File: src/sysopt_regs.svh
// register offsets, field positions, reset values and timing counts for the option block
// assumes a 32-bit AHB-Lite slave with one aligned word per register
`ifndef SYSOPT_REGS_SVH
`define SYSOPT_REGS_SVH
`define OFS_STOP_CLOCK_OPTION 8'h00
`define OFS_SYSTEM_OPTION     8'h04
`define OFS_AWU_CONTROL       8'h08
`define OFS_STOP_STATUS       8'h0C
`define OFS_STOP_CONTROL      8'h10
// stop_clock_option fields
`define BIT_OSC_RUN_IN_STOP   0
`define BIT_RESET_PIN_ENABLE  1
// system_option fields
`define BIT_WATCHDOG_RATE_SEL 0
`define BIT_LOWVOLT_POWER_OFF 1
`define BIT_LOWVOLT_TRIP_SEL  2
`define BIT_SHORT_RECOVERY    3
`define BIT_STOP_ENABLE       4
`define BIT_WATCHDOG_DISABLE  5
// auto-wakeup control fields
`define BIT_WAKEUP_IRQ_EN     0
`define BIT_AWU_CLK_SEL       1
// stop control: write 1 to request stop entry
`define BIT_STOP_REQ          0
`define RST_STOP_CLOCK_OPTION 8'h00
`define RST_SYSTEM_OPTION     8'h00
`define RST_AWU_CONTROL       8'h00
// delays in quad-rate bus clock cycles
`define LONG_DELAY_CYCLES     4096
`define SHORT_DELAY_CYCLES    32
`endif

File: src/sysopt_pkg.sv
// types for the system option block
// assumes sysopt_regs.svh is used alongside for numbers
package sysopt_pkg;
  typedef enum logic [1:0] {
    ST_POR_WAIT = 2'b00,
    ST_RUN      = 2'b01,
    ST_STOPPED  = 2'b10,
    ST_RECOVER  = 2'b11
  } stop_state_t;
endpackage

File: src/system_option_config_bits.sv
// system option registers and stop-recovery sequencing behind an AHB-Lite slave
// assumes sys_clk is the quad-rate bus clock and rst is synchronous; por_n, lvi_reset and wakeup come from pins
//
// The implementer's own choices: the AHB-Lite register port and the placing of the registers.
`timescale 1ns/1ns
`include "sysopt_regs.svh"

// Function
// the oscillator-in-stop bit keeps the half-rate clock source running in stop to feed auto-wakeup, else it stops.
// the auto-wakeup period comes from the watchdog rate select combined with the auto-wakeup clock source.
// the low-voltage power-off bit at one removes monitor power, at zero keeps it powered.
// the trip select bit chooses 5 V trip points at one and 3 V trip points at zero.
// only power-on reset clears the trip select bit; other resets leave it. The lowvolt_trip_select output is still driven to 0 while rst is high.
// short recovery at one leaves stop after 32 quad-rate cycles, at zero after 4096.
// a stop exit caused by low-voltage reset always uses the long delay.
// after power-on reset a 4096 cycle stabilization delay is applied.
// software picks short recovery only if 32 cycles exceed the monitor turn-on time.
// stop enable at one lets stop run, at zero stop is an illegal opcode.
// the watchdog disable bit at one disables the watchdog, at zero it stays enabled.
// the wakeup interrupt enable is read-write, reset-cleared, and gates wakeup interrupt latching.
// on stop exit the counter runs on the quad-rate clock and processor clocks stay off until the delay ends.
// the external reset pin function exists only while the reset pin enable bit is set.
// each configuration bit is a static level to the module it controls.
module system_option_config_bits
  import sysopt_pkg::*;
#(
  parameter int LONG_DELAY  = `LONG_DELAY_CYCLES,
  parameter int SHORT_DELAY = `SHORT_DELAY_CYCLES
) (
  input  wire logic        sys_clk,
  input  wire logic        rst,
  input  wire logic        por_n,
  input  wire logic        lvi_reset,
  input  wire logic        wakeup_event,
  input  wire logic        hsel,
  input  wire logic [31:0] haddr,
  input  wire logic [1:0]  htrans,
  input  wire logic        hwrite,
  input  wire logic [2:0]  hsize,
  input  wire logic [31:0] hwdata,
  input  wire logic        hready,
  output logic      [31:0] hrdata,
  output logic             hreadyout,
  output logic             hresp,
  output logic             osc_run_in_stop,
  output logic             half_rate_clk_en,
  output logic             awu_period_sel,
  output logic             awu_clk_sel,
  output logic             lowvolt_power_off,
  output logic             lowvolt_trip_select,
  output logic             stop_enable,
  output logic             illegal_stop,
  output logic             watchdog_disable,
  output logic             reset_pin_enable,
  output logic             wakeup_irq_req,
  output logic             core_clk_en
);
  initial begin
    if (LONG_DELAY < 2 || SHORT_DELAY < 1 || SHORT_DELAY >= LONG_DELAY || LONG_DELAY > 65535)
      $error("delay parameters out of range");
  end

  // pin inputs pass three flops; a change counts when stages two and three agree
  logic [2:0] por_sync_r, lvi_sync_r, wk_sync_r;
  logic       por_n_q_r, lvi_q_r, wk_q_r, wk_prev_r;
  always_ff @(posedge sys_clk) begin
    por_sync_r <= {por_sync_r[1:0], por_n};
    lvi_sync_r <= {lvi_sync_r[1:0], lvi_reset};
    wk_sync_r  <= {wk_sync_r[1:0], wakeup_event};
    if (por_sync_r[1] == por_sync_r[2]) por_n_q_r <= por_sync_r[2];
    if (lvi_sync_r[1] == lvi_sync_r[2]) lvi_q_r <= lvi_sync_r[2];
    if (wk_sync_r[1] == wk_sync_r[2]) wk_q_r <= wk_sync_r[2];
    wk_prev_r <= wk_q_r;
  end
  wire por_active = ~por_n_q_r;
  wire wake_rise  = wk_q_r & ~wk_prev_r;

  // bus address phase capture
  logic       wr_pend_r, rd_pend_r;
  logic [7:0] addr_r;
  wire        take = hsel & hready & htrans[1];
  // reads get one wait state so the registered read data lines up with the data phase
  wire        rd_take = take & ~hwrite;
  always_ff @(posedge sys_clk) begin
    if (rst) begin
      wr_pend_r <= 1'b0;
      rd_pend_r <= 1'b0;
      addr_r    <= 8'h00;
    end else begin
      wr_pend_r <= take & hwrite;
      rd_pend_r <= take & ~hwrite;
      if (take) addr_r <= haddr[7:0];
    end
  end
  wire wr_sco  = wr_pend_r & (addr_r == `OFS_STOP_CLOCK_OPTION);
  wire wr_so   = wr_pend_r & (addr_r == `OFS_SYSTEM_OPTION);
  wire wr_awu  = wr_pend_r & (addr_r == `OFS_AWU_CONTROL);
  wire wr_stop = wr_pend_r & (addr_r == `OFS_STOP_CONTROL);

  // configuration registers
  logic [7:0] sco_r, so_r, awu_r;
  logic       trip_r;
  always_ff @(posedge sys_clk) begin
    if (rst) begin
      sco_r <= `RST_STOP_CLOCK_OPTION;
      so_r  <= `RST_SYSTEM_OPTION;
      awu_r <= `RST_AWU_CONTROL;
    end else begin
      if (wr_sco) sco_r <= hwdata[7:0];
      if (wr_so) so_r <= hwdata[7:0];
      if (wr_awu) awu_r <= hwdata[7:0];
    end
  end
  // trip select survives every reset but power-on
  always_ff @(posedge sys_clk) begin
    if (por_active) trip_r <= 1'b0;
    else if (wr_so) trip_r <= hwdata[`BIT_LOWVOLT_TRIP_SEL];
  end

  // stop sequencing
  stop_state_t st_r, st_nxt;
  logic [15:0] cnt_r, cnt_nxt;
  logic        lvi_exit_r;
  logic        stop_req_r;
  wire [15:0]  long_m1  = 16'(LONG_DELAY - 1);
  wire [15:0]  short_m1 = 16'(SHORT_DELAY - 1);
  wire         short_sel = so_r[`BIT_SHORT_RECOVERY] & ~lvi_exit_r;
  wire         stop_ok   = so_r[`BIT_STOP_ENABLE];
  always_comb begin
    st_nxt  = st_r;
    cnt_nxt = cnt_r;
    case (st_r)
      ST_POR_WAIT: begin
        if (cnt_r == 16'h0000) st_nxt = ST_RUN;
        else cnt_nxt = cnt_r - 16'h0001;
      end
      ST_RUN: begin
        if (stop_req_r && stop_ok) st_nxt = ST_STOPPED;
      end
      ST_STOPPED: begin
        if (wake_rise || lvi_q_r) begin
          st_nxt  = ST_RECOVER;
          cnt_nxt = (short_sel && !lvi_q_r) ? short_m1 : long_m1;
        end
      end
      ST_RECOVER: begin
        if (cnt_r == 16'h0000) st_nxt = ST_RUN;
        else cnt_nxt = cnt_r - 16'h0001;
      end
      default: st_nxt = ST_RUN;
    endcase
  end
  always_ff @(posedge sys_clk) begin
    if (por_active) begin
      st_r  <= ST_POR_WAIT;
      cnt_r <= long_m1;
    end else begin
      st_r  <= st_nxt;
      cnt_r <= cnt_nxt;
    end
  end
  always_ff @(posedge sys_clk) begin
    if (rst) begin
      lvi_exit_r <= 1'b0;
      stop_req_r <= 1'b0;
    end else begin
      lvi_exit_r <= (st_r == ST_STOPPED) ? lvi_q_r : lvi_exit_r & (st_r == ST_RECOVER);
      stop_req_r <= wr_stop & hwdata[`BIT_STOP_REQ] & (st_r == ST_RUN);
    end
  end

  // read data
  wire [7:0] stat = {5'h00, lvi_exit_r, st_r};
  wire [7:0] rd_mux = (addr_r == `OFS_STOP_CLOCK_OPTION) ? {sco_r[7:2], sco_r[1:0]} :
                      (addr_r == `OFS_SYSTEM_OPTION)     ? {so_r[7:3], trip_r, so_r[1:0]} :
                      (addr_r == `OFS_AWU_CONTROL)       ? awu_r :
                      (addr_r == `OFS_STOP_STATUS)       ? stat : 8'h00;

  // set wins over a clearing write in the same cycle
  wire       irq_set  = wake_rise & awu_r[`BIT_WAKEUP_IRQ_EN];
  wire       irq_clr  = wr_awu & ~hwdata[`BIT_WAKEUP_IRQ_EN];
  // power-on wait overrides the state register, so the clock gate must see it too
  wire       core_run = (st_nxt == ST_RUN) & ~por_active;

  // all outputs registered; option outputs are static levels, illegal_stop pulses for one cycle
  always_ff @(posedge sys_clk) begin
    if (rst) begin
      hrdata              <= 32'h0000_0000;
      hreadyout           <= 1'b1;
      hresp               <= 1'b0;
      osc_run_in_stop     <= 1'b0;
      half_rate_clk_en    <= 1'b1;
      awu_period_sel      <= 1'b0;
      awu_clk_sel         <= 1'b0;
      lowvolt_power_off   <= 1'b0;
      lowvolt_trip_select <= 1'b0;
      stop_enable         <= 1'b0;
      illegal_stop        <= 1'b0;
      watchdog_disable    <= 1'b0;
      reset_pin_enable    <= 1'b0;
      wakeup_irq_req      <= 1'b0;
      core_clk_en         <= 1'b0;
    end else begin
      hrdata              <= rd_pend_r ? {24'h00_0000, rd_mux} : 32'h0000_0000;
      hreadyout           <= ~rd_take;
      hresp               <= 1'b0;
      osc_run_in_stop     <= sco_r[`BIT_OSC_RUN_IN_STOP];
      half_rate_clk_en    <= (st_nxt != ST_STOPPED) | sco_r[`BIT_OSC_RUN_IN_STOP];
      awu_period_sel      <= so_r[`BIT_WATCHDOG_RATE_SEL];
      awu_clk_sel         <= awu_r[`BIT_AWU_CLK_SEL];
      lowvolt_power_off   <= so_r[`BIT_LOWVOLT_POWER_OFF];
      lowvolt_trip_select <= trip_r;
      stop_enable         <= stop_ok;
      illegal_stop        <= stop_req_r & ~stop_ok;
      watchdog_disable    <= so_r[`BIT_WATCHDOG_DISABLE];
      reset_pin_enable    <= sco_r[`BIT_RESET_PIN_ENABLE];
      wakeup_irq_req      <= (wakeup_irq_req & ~irq_clr) | irq_set;
      core_clk_en         <= core_run;
    end
  end

  // checks: bus and read path
  read_wait_a: assert property (@(posedge sys_clk) disable iff (rst)
    (take && !hwrite) |=> !hreadyout ##1 hreadyout)
    else $error("read wait state wrong");
  read_idle_a: assert property (@(posedge sys_clk) disable iff (rst)
    !rd_pend_r |=> hrdata == 32'h0000_0000)
    else $error("read data outside data phase");

  // checks: power-on wait and recovery
  por_hold_a: assert property (@(posedge sys_clk)
    por_active |=> st_r == ST_POR_WAIT && cnt_r == long_m1 && !core_clk_en)
    else $error("power-on wait not held");
  por_wait_a: assert property (@(posedge sys_clk) disable iff (rst)
    (st_r == ST_POR_WAIT && cnt_r != 16'h0000) |=> !core_clk_en)
    else $error("core clock on during power-on wait");
  core_clk_hold_a: assert property (@(posedge sys_clk) disable iff (rst)
    (st_r == ST_RECOVER && cnt_r != 16'h0000) |=> !core_clk_en)
    else $error("core clock on during recovery");
  recover_step_a: assert property (@(posedge sys_clk) disable iff (rst)
    (st_r == ST_RECOVER && cnt_r != 16'h0000 && !por_active) |=>
      st_r == ST_RECOVER && cnt_r == $past(cnt_r) - 16'h0001)
    else $error("recovery counter skipped");
  lvi_long_a: assert property (@(posedge sys_clk) disable iff (rst)
    (st_r == ST_STOPPED && lvi_q_r && !por_active) |=> cnt_r == long_m1)
    else $error("lvi exit not long");
  lvi_flag_a: assert property (@(posedge sys_clk) disable iff (rst)
    (st_r == ST_STOPPED && lvi_q_r) |=> lvi_exit_r)
    else $error("lvi exit not flagged");
  short_exit_a: assert property (@(posedge sys_clk) disable iff (rst)
    (st_r == ST_STOPPED && wake_rise && !lvi_q_r && short_sel && !por_active) |=> cnt_r == short_m1)
    else $error("short delay wrong");

  // checks: trip select
  trip_keep_a: assert property (@(posedge sys_clk)
    (rst && !por_active && !wr_so) |=> $stable(trip_r))
    else $error("trip cleared by reset");
  trip_por_a: assert property (@(posedge sys_clk)
    por_active |=> !trip_r)
    else $error("trip kept through power-on");
  trip_write_a: assert property (@(posedge sys_clk)
    (wr_so && !por_active) |=> trip_r == $past(hwdata[`BIT_LOWVOLT_TRIP_SEL]))
    else $error("trip bit not written");
  trip_out_a: assert property (@(posedge sys_clk) disable iff (rst)
    1'b1 |=> lowvolt_trip_select == $past(trip_r))
    else $error("trip output stale");

  // checks: stop entry and clocks in stop
  stop_entry_a: assert property (@(posedge sys_clk) disable iff (rst)
    (st_r == ST_RUN && stop_req_r && stop_ok && !por_active) |=> st_r == ST_STOPPED)
    else $error("stop not entered");
  stop_illegal_a: assert property (@(posedge sys_clk) disable iff (rst)
    (stop_req_r && !stop_ok) |=> illegal_stop && st_r != ST_STOPPED)
    else $error("stop not refused");
  stop_en_a: assert property (@(posedge sys_clk) disable iff (rst)
    1'b1 |=> stop_enable == $past(stop_ok))
    else $error("stop enable level");
  osc_stop_a: assert property (@(posedge sys_clk) disable iff (rst)
    (st_r == ST_STOPPED && !sco_r[`BIT_OSC_RUN_IN_STOP] && st_nxt == ST_STOPPED) |=> !half_rate_clk_en)
    else $error("clock runs in stop");
  half_run_a: assert property (@(posedge sys_clk) disable iff (rst)
    (st_nxt != ST_STOPPED) |=> half_rate_clk_en)
    else $error("half-rate clock off outside stop");

  // checks: static option levels
  wd_level_a: assert property (@(posedge sys_clk) disable iff (rst)
    wr_so |-> ##2 watchdog_disable == $past(hwdata[`BIT_WATCHDOG_DISABLE], 2))
    else $error("watchdog bit");
  lv_power_a: assert property (@(posedge sys_clk) disable iff (rst)
    wr_so |-> ##2 lowvolt_power_off == $past(hwdata[`BIT_LOWVOLT_POWER_OFF], 2))
    else $error("lv power bit");
  awu_sel_a: assert property (@(posedge sys_clk) disable iff (rst)
    1'b1 |=> awu_period_sel == $past(so_r[`BIT_WATCHDOG_RATE_SEL]) &&
      awu_clk_sel == $past(awu_r[`BIT_AWU_CLK_SEL]))
    else $error("wakeup period select level");
  pin_enable_a: assert property (@(posedge sys_clk) disable iff (rst)
    1'b1 |=> reset_pin_enable == $past(sco_r[`BIT_RESET_PIN_ENABLE]))
    else $error("reset pin enable level");

  // checks: wakeup interrupt request
  irq_gate_a: assert property (@(posedge sys_clk) disable iff (rst)
    (!wakeup_irq_req && !awu_r[`BIT_WAKEUP_IRQ_EN]) |=> !wakeup_irq_req)
    else $error("irq set while off");
  irq_set_a: assert property (@(posedge sys_clk) disable iff (rst)
    irq_set |=> wakeup_irq_req)
    else $error("irq not latched");
  irq_clear_a: assert property (@(posedge sys_clk) disable iff (rst)
    (irq_clr && !irq_set) |=> !wakeup_irq_req)
    else $error("irq not cleared");
endmodule // system_option_config_bits

File: config.mk
export PLATFORM = sky130hd
export DESIGN_NAME = system_option_config_bits
export DESIGN_NICKNAME = d
export VERILOG_FILES = /design/src/sysopt_pkg.sv /design/src/system_option_config_bits.sv
export VERILOG_INCLUDE_DIRS = /design/src
export SDC_FILE = /design/constraint.sdc
export NUM_CORES = 1
export LEC_CHECK = 0
export ABC_AREA = 1
export BUFFER_PORTS_ARGS = -buffer_cell sky130_fd_sc_hd__buf_2
export CORE_MARGIN = 4
export CORE_UTILIZATION = 25
export CTS_CLUSTER_DIAMETER = 80
export DETAILED_ROUTE_END_ITERATION = 6
export GPL_ROUTABILITY_DRIVEN = 0
export GPL_TIMING_DRIVEN = 1
export PLACE_DENSITY = 0.54
export RECOVER_POWER = 50
export SETUP_SLACK_MARGIN = 0.5
export SLEW_MARGIN = 10
export SYNTH_ARGS = -nofsm -noshare
export SYNTH_HDL_FRONTEND = slang
export SYNTH_SLANG_ARGS = --single-unit
File: constraint.sdc
create_clock -name sys_clk -period 2.1 [get_ports sys_clk]
set_clock_uncertainty 0.1 [all_clocks]
set_input_delay 0.21 -clock sys_clk [delete_from_list [all_inputs] [get_ports sys_clk]]
set_output_delay 0.21 -clock sys_clk [all_outputs]
set_load 0.05 [all_outputs]
# Word level (Yosys, flattened, before mapping)
# Cells that the tools add are included.
op_classes:
  n_addsub: 1
  multipliers: 0
  n_div: 0
  n_lt_le_gt_ge: 0
  n_eq_ne: 14
  n_shift: 0
  n_mux: 13
  n_bitwise: 28
  reduce_logical: 11
ops:
  columns: ["op", "count"]
  rows:
  - ["$mux 16", 2]
  - ["$pmux 16 s2", 1]
  - ["$mux 8", 3]
  - ["$and 1x1->1", 18]
  - ["$eq 8x4->1 const B", 2]
  - ["$logic_not 16->1", 1]
  - ["$sub 16x1->16 const B", 1]
  - ["$mux 12", 1]
  - ["$eq 8x3->1 const B", 1]
  - ["$eq 8x5->1 const B", 1]
  - ["$logic_not 8->1", 1]
  - ["$not 1->1", 8]
  - ["$mux 2", 3]
  - ["$ne 2x2->1 const B", 3]
  - ["$pmux 2 s3", 1]
  - ["$eq 2x1->1 const B", 2]
  - ["$eq 2x2->1 const B", 2]
  - ["$reduce_or 2->1", 2]
  - ["$eq 1x1->1", 3]
  - ["$mux 3", 1]
  - ["$reduce_and 3->1", 1]
  - ["$logic_and 1x1->1", 2]
  - ["$logic_not 2->1", 1]
  - ["$or 1x1->1", 2]
  - ["4 further kinds", 4]
word_totals:
  register_bits: 113
  latch_bits: 0
  ram_bits: 0
  romBits: 0
  in_bits: 77
  output_inout_bits: 46
  wordCells: 100
  n_memories: 0

# Logic depth before layout (Yosys ltp)
depth:
  ltp_word: 7
  ltp_mapped: 11
  ltp_nobuf: 11

# Worst setup path after synthesis
# Ideal clock, no wire load.
synth_timing:
  path_type: "reg-to-reg"
  from: "register st_r[0]"
  to: "register cnt_r[9]"
  setup_time_ns: 0.130
  t_arrival_ns: 1.485
  required_ns: 1.870
  path_slack_ns: 0.385
  path_stages_with_launch: 8
  n_path_buf: 0
  period_less_slack_ns: 1.715
  cell_sequence: "dfxtp_1 > inv_1 > ha_1 > clkinv_1 > o31ai_1 > inv_1 > o21ai_2 > nand3_1"
synth_between:
  elab_chain_len: 4
  elab_cells_between_ends: 9
  cone_classes: "eq/ne (4); mux (1); reduce/logical (4)"
synth_rtl:
  columns: ["item", "line_no", "source"]
  rows:
  - ["from (decl)", "system_option_config_bits.sv:121", "stop_state_t st_r, st_nxt;"]
  - ["from (signal assigned)", "system_option_config_bits.sv:158", "st_r <= st_nxt;"]
  - ["$eq 2x2->1 or $logic_not 2->1 (tied branches)", "system_option_config_bits.sv:132", "case (st_r)"]
  - ["$reduce_or 2->1 (no line)", null, null]
  - ["$ne 2x2->1 (no line) or $reduce_bool 2->1 (tied branches)", null, null]
  - ["$reduce_and 3->1 (no line)", null, null]
  - ["to (signal assigned)", "system_option_config_bits.sv:156", "cnt_r <= long_m1;"]
  - ["to (signal assigned)", "system_option_config_bits.sv:159", "cnt_r <= cnt_nxt;"]
  - ["to (decl)", "system_option_config_bits.sv:122", "logic [15:0] cnt_r, cnt_nxt;"]
# Parallel ways exist; a longest one is shown, timed or not.
# A chain may end at the register's enable or synchronous reset.

# Worst setup path after layout
layout_timing:
  from: "register st_r[1]"
  to: "register cnt_r[3]"
# Same word-level chain as after synthesis.

==> results.ini <==
[clock_tree]
numCtsBuffers = 9
cts_tree = built
clock_latency_ns = 0.34
htreeDepth = 3
clock_path_buffers = 2
path_clk_slew_ns = 0.07
clockRootBuffer = clkbuf_16
cts_sinks = 88

[synth]
netlist_area_um2 = 3900
seq_area_frac_synth = 0.459
synthAdderAreaFrac = 0.0192
synth_top_family_by_area = simple AND/OR/NAND/NOR gates
synth.avg_cell_area_um2 = 7.79
ys_types = 41
synthCells = 501
synthXorXnorAreaFrac = 0.0157
ys_ff_latch = 88
synth_area_leaders = dfxtp_1, nand2_1, a21oi_1
yosys.area.top_type = dfxtp_1
synth_edf_count = 3
synth_compound_area_frac = 0.121
synth_top_area_share = 0.436
synthMuxAreaShare = 0
synth_commonest_cells = nand2_1, dfxtp_1, nor2_1, a21oi_1, inv_1
async_flop_share = 0
synthSimpleGateAreaFrac = 0.269
synth_most_common_cell = nand2_1
ys.flop_type = dfxtp_1
ys.warnings.count = 0

[finish]
syn_to_final_growth_pct = 24.7
finish.net_count = 651
fin_cells = 784
antenna_cells = 0
layout-drive-gt1-share = 0.229

[global_routing]
overflow = 0
grt_pass1_vias = 3172
antenna_found_initial = 0
grt_first_pass_wirelength_mm = 15.3
grt.total_usage = 0.106
grt_start_max_net_pins = 22

[drt]
routed_via_density = 4.27
wirelength_mm = 9.53
drtAntennaViolNets = 0
wl_per_cell_um = 12.2
vias = 3350
dr.pass1.iters = 4
drc = 0
drt_iter0_markers = 108

[place]
io_buffers = 45
dp.cells = 750
pre_cts_slack_ns = 0.264
dp_hpwl_mm = 6.59

[hold_path]
hold_start = haddr[5]
hold_path.class = in -> reg
hold_depth = 3

[power_and_ir_drop]
ir_drop_v = 0.000411
p_leak_nw = 1.97
power.density_nw_per_um2 = 911

[floorplan]
fp.dieW_um = 133
row_count = 45
pin_count = 123
start_util = 0.256
die_h_um = 133
placeableCoreArea_um2 = 15300
die_area_um2 = 17700

[timing]
hold_violations = 0
worst_slew_pin_slew_ns = 0.611
fin_ws_ns = 0.397
slew_viol_final = 0
setup_viol = 0
min_period_ns = 1.70
slew-limit-headroom = 0.594
fmax_mhz = 587
rsz0062_at_grt = true
finalCritPeriodShare = 0.811
fin_setup_tns_ns = 0

[critical_path]
crit_path_frequent_cell = nand3_4
worst_path_largest_cell_delay_ns = 0.44
setup.worst_path.class = reg -> reg
required_ns = 2.23
cp-startpoint = st_r[1]
critPathLaunchType = flop
path_delay_family = simple AND/OR/NAND/NOR gates
critPathMaxFanout = 5
critPathArrivalTime_ns = 1.83
r2r_cells = 6
crit_buf_inv = 1
crit_chain = ha_1 > nand3_4 > nand3_4 > buf_6 > nand2_1 > nand3_1
worst-path-stages = 6
r2r_start = st_r[1]
cpMaxStageDelayCell = dfxtp_1
crit_path_end_kind = flop

[flow_run]
cap_violations = 0

[run_status]
status = completed

## power breakdown
group,internal (mW),switching (mW)
sequential,1.80,0.116
combinational,0.306,0.565
clock,0.959,0.683
## path summary, 6_finish.rpt
kind         slack, ns            end
max               0.40       cnt_r[3]
min               0.05      addr_r[5]
max reg2reg       0.40       cnt_r[3]
min reg2reg       0.23  por_sync_r[1]
## registers in the layout (all words and copies together), names as in the netlist, 2 cells and up
register and count:
cnt_r 16, lvi_sync_r 3, hrdata 8, so_r 7
sco_r 8, addr_r 8, por_sync_r 3, wk_sync_r 3
awu_r 8, st_r 2
## placed cells by master, fill, tap and decap left out, types with 5 or more instances in the layout
cell type  count
clkbuf_1      18
buf_4         13
clkbuf_16      9
o21ai_0       31
nor2_1        53
dfxtp_1       76
a21oi_1       45
nor2_2         7
inv_2         10
nand4_1        5
buf_2         27
nand2_1       90
conb_1        25
nand2_2        8
nor2_4         8
inv_1         33
nand3_1       35
dfxtp_2        7
## tightest hold or removal path: cells and delay by family
| kind | cells | cell delay (ns) |
|---|---|---|
| compound gates | 2 | 0.17 |
| buf+inv | 1 | 0.07 |
## cells by family (layout without fill, tap and decap cells)
logic type / Yosys count / in the layout
AO/OA/AOI/OAI: 90 / 90
XOR/XNOR: 7 / 7
adder cells (fa/ha/maj): 6 / 6
buffers and inverters: 85 / 131
flip-flops: 88 / 88
other: 1 / 25
AND/OR/NAND/NOR: 224 / 226
## through the flow
step	utilization	power [mW]	hold slack, ns	cell area (µm²)
finish	0.319	4.43	0.0505	4860
CTS	0.309	4.36	0.0385	4720
global route	0.319	4.64	0.0721	4860
global placement	0.281	2.63	0.215	4280
floorplan	-	2.53	0.138	4020
detailed placement	0.281	2.65	0.216	4280
## area by class of cell
| cell class | instances | area [µm²] |
|---|---|---|
| Inverter | 48 | 199 |
| Clock inverter | 6 | 65.1 |
| Timing Repair inverter | 1 | 6.26 |
| Fill cell | 1607 | 10400 |
| Sequential cell | 88 | 1810 |
| Tap cell | 211 | 264 |
| Clock buffer | 10 | 239 |
| Multi-Input combinational cell | 354 | 1900 |
| Timing Repair Buffer | 66 | 385 |
## per-layer routing
metal / track usage / part of all wire
met1: 0.135 / 0.45
met2: 0.176 / 0.49
met3: 0.0171 / 0.038
met4: 0.0497 / 0.018
met5: 0 / 0
## repair_timing
action | 4_1_cts | 5_1_grt
cloned | 1 | 2
setup endpoints to repair | 27 | 37
buffers inserted | 6 | 5
gates resized for setup | 11 | 50
pin swaps | 4 | 12
endpoints found under the hold margin | 5 | 0
hold buffers | 4 | 0
Power figures use the tool's default switching activity.
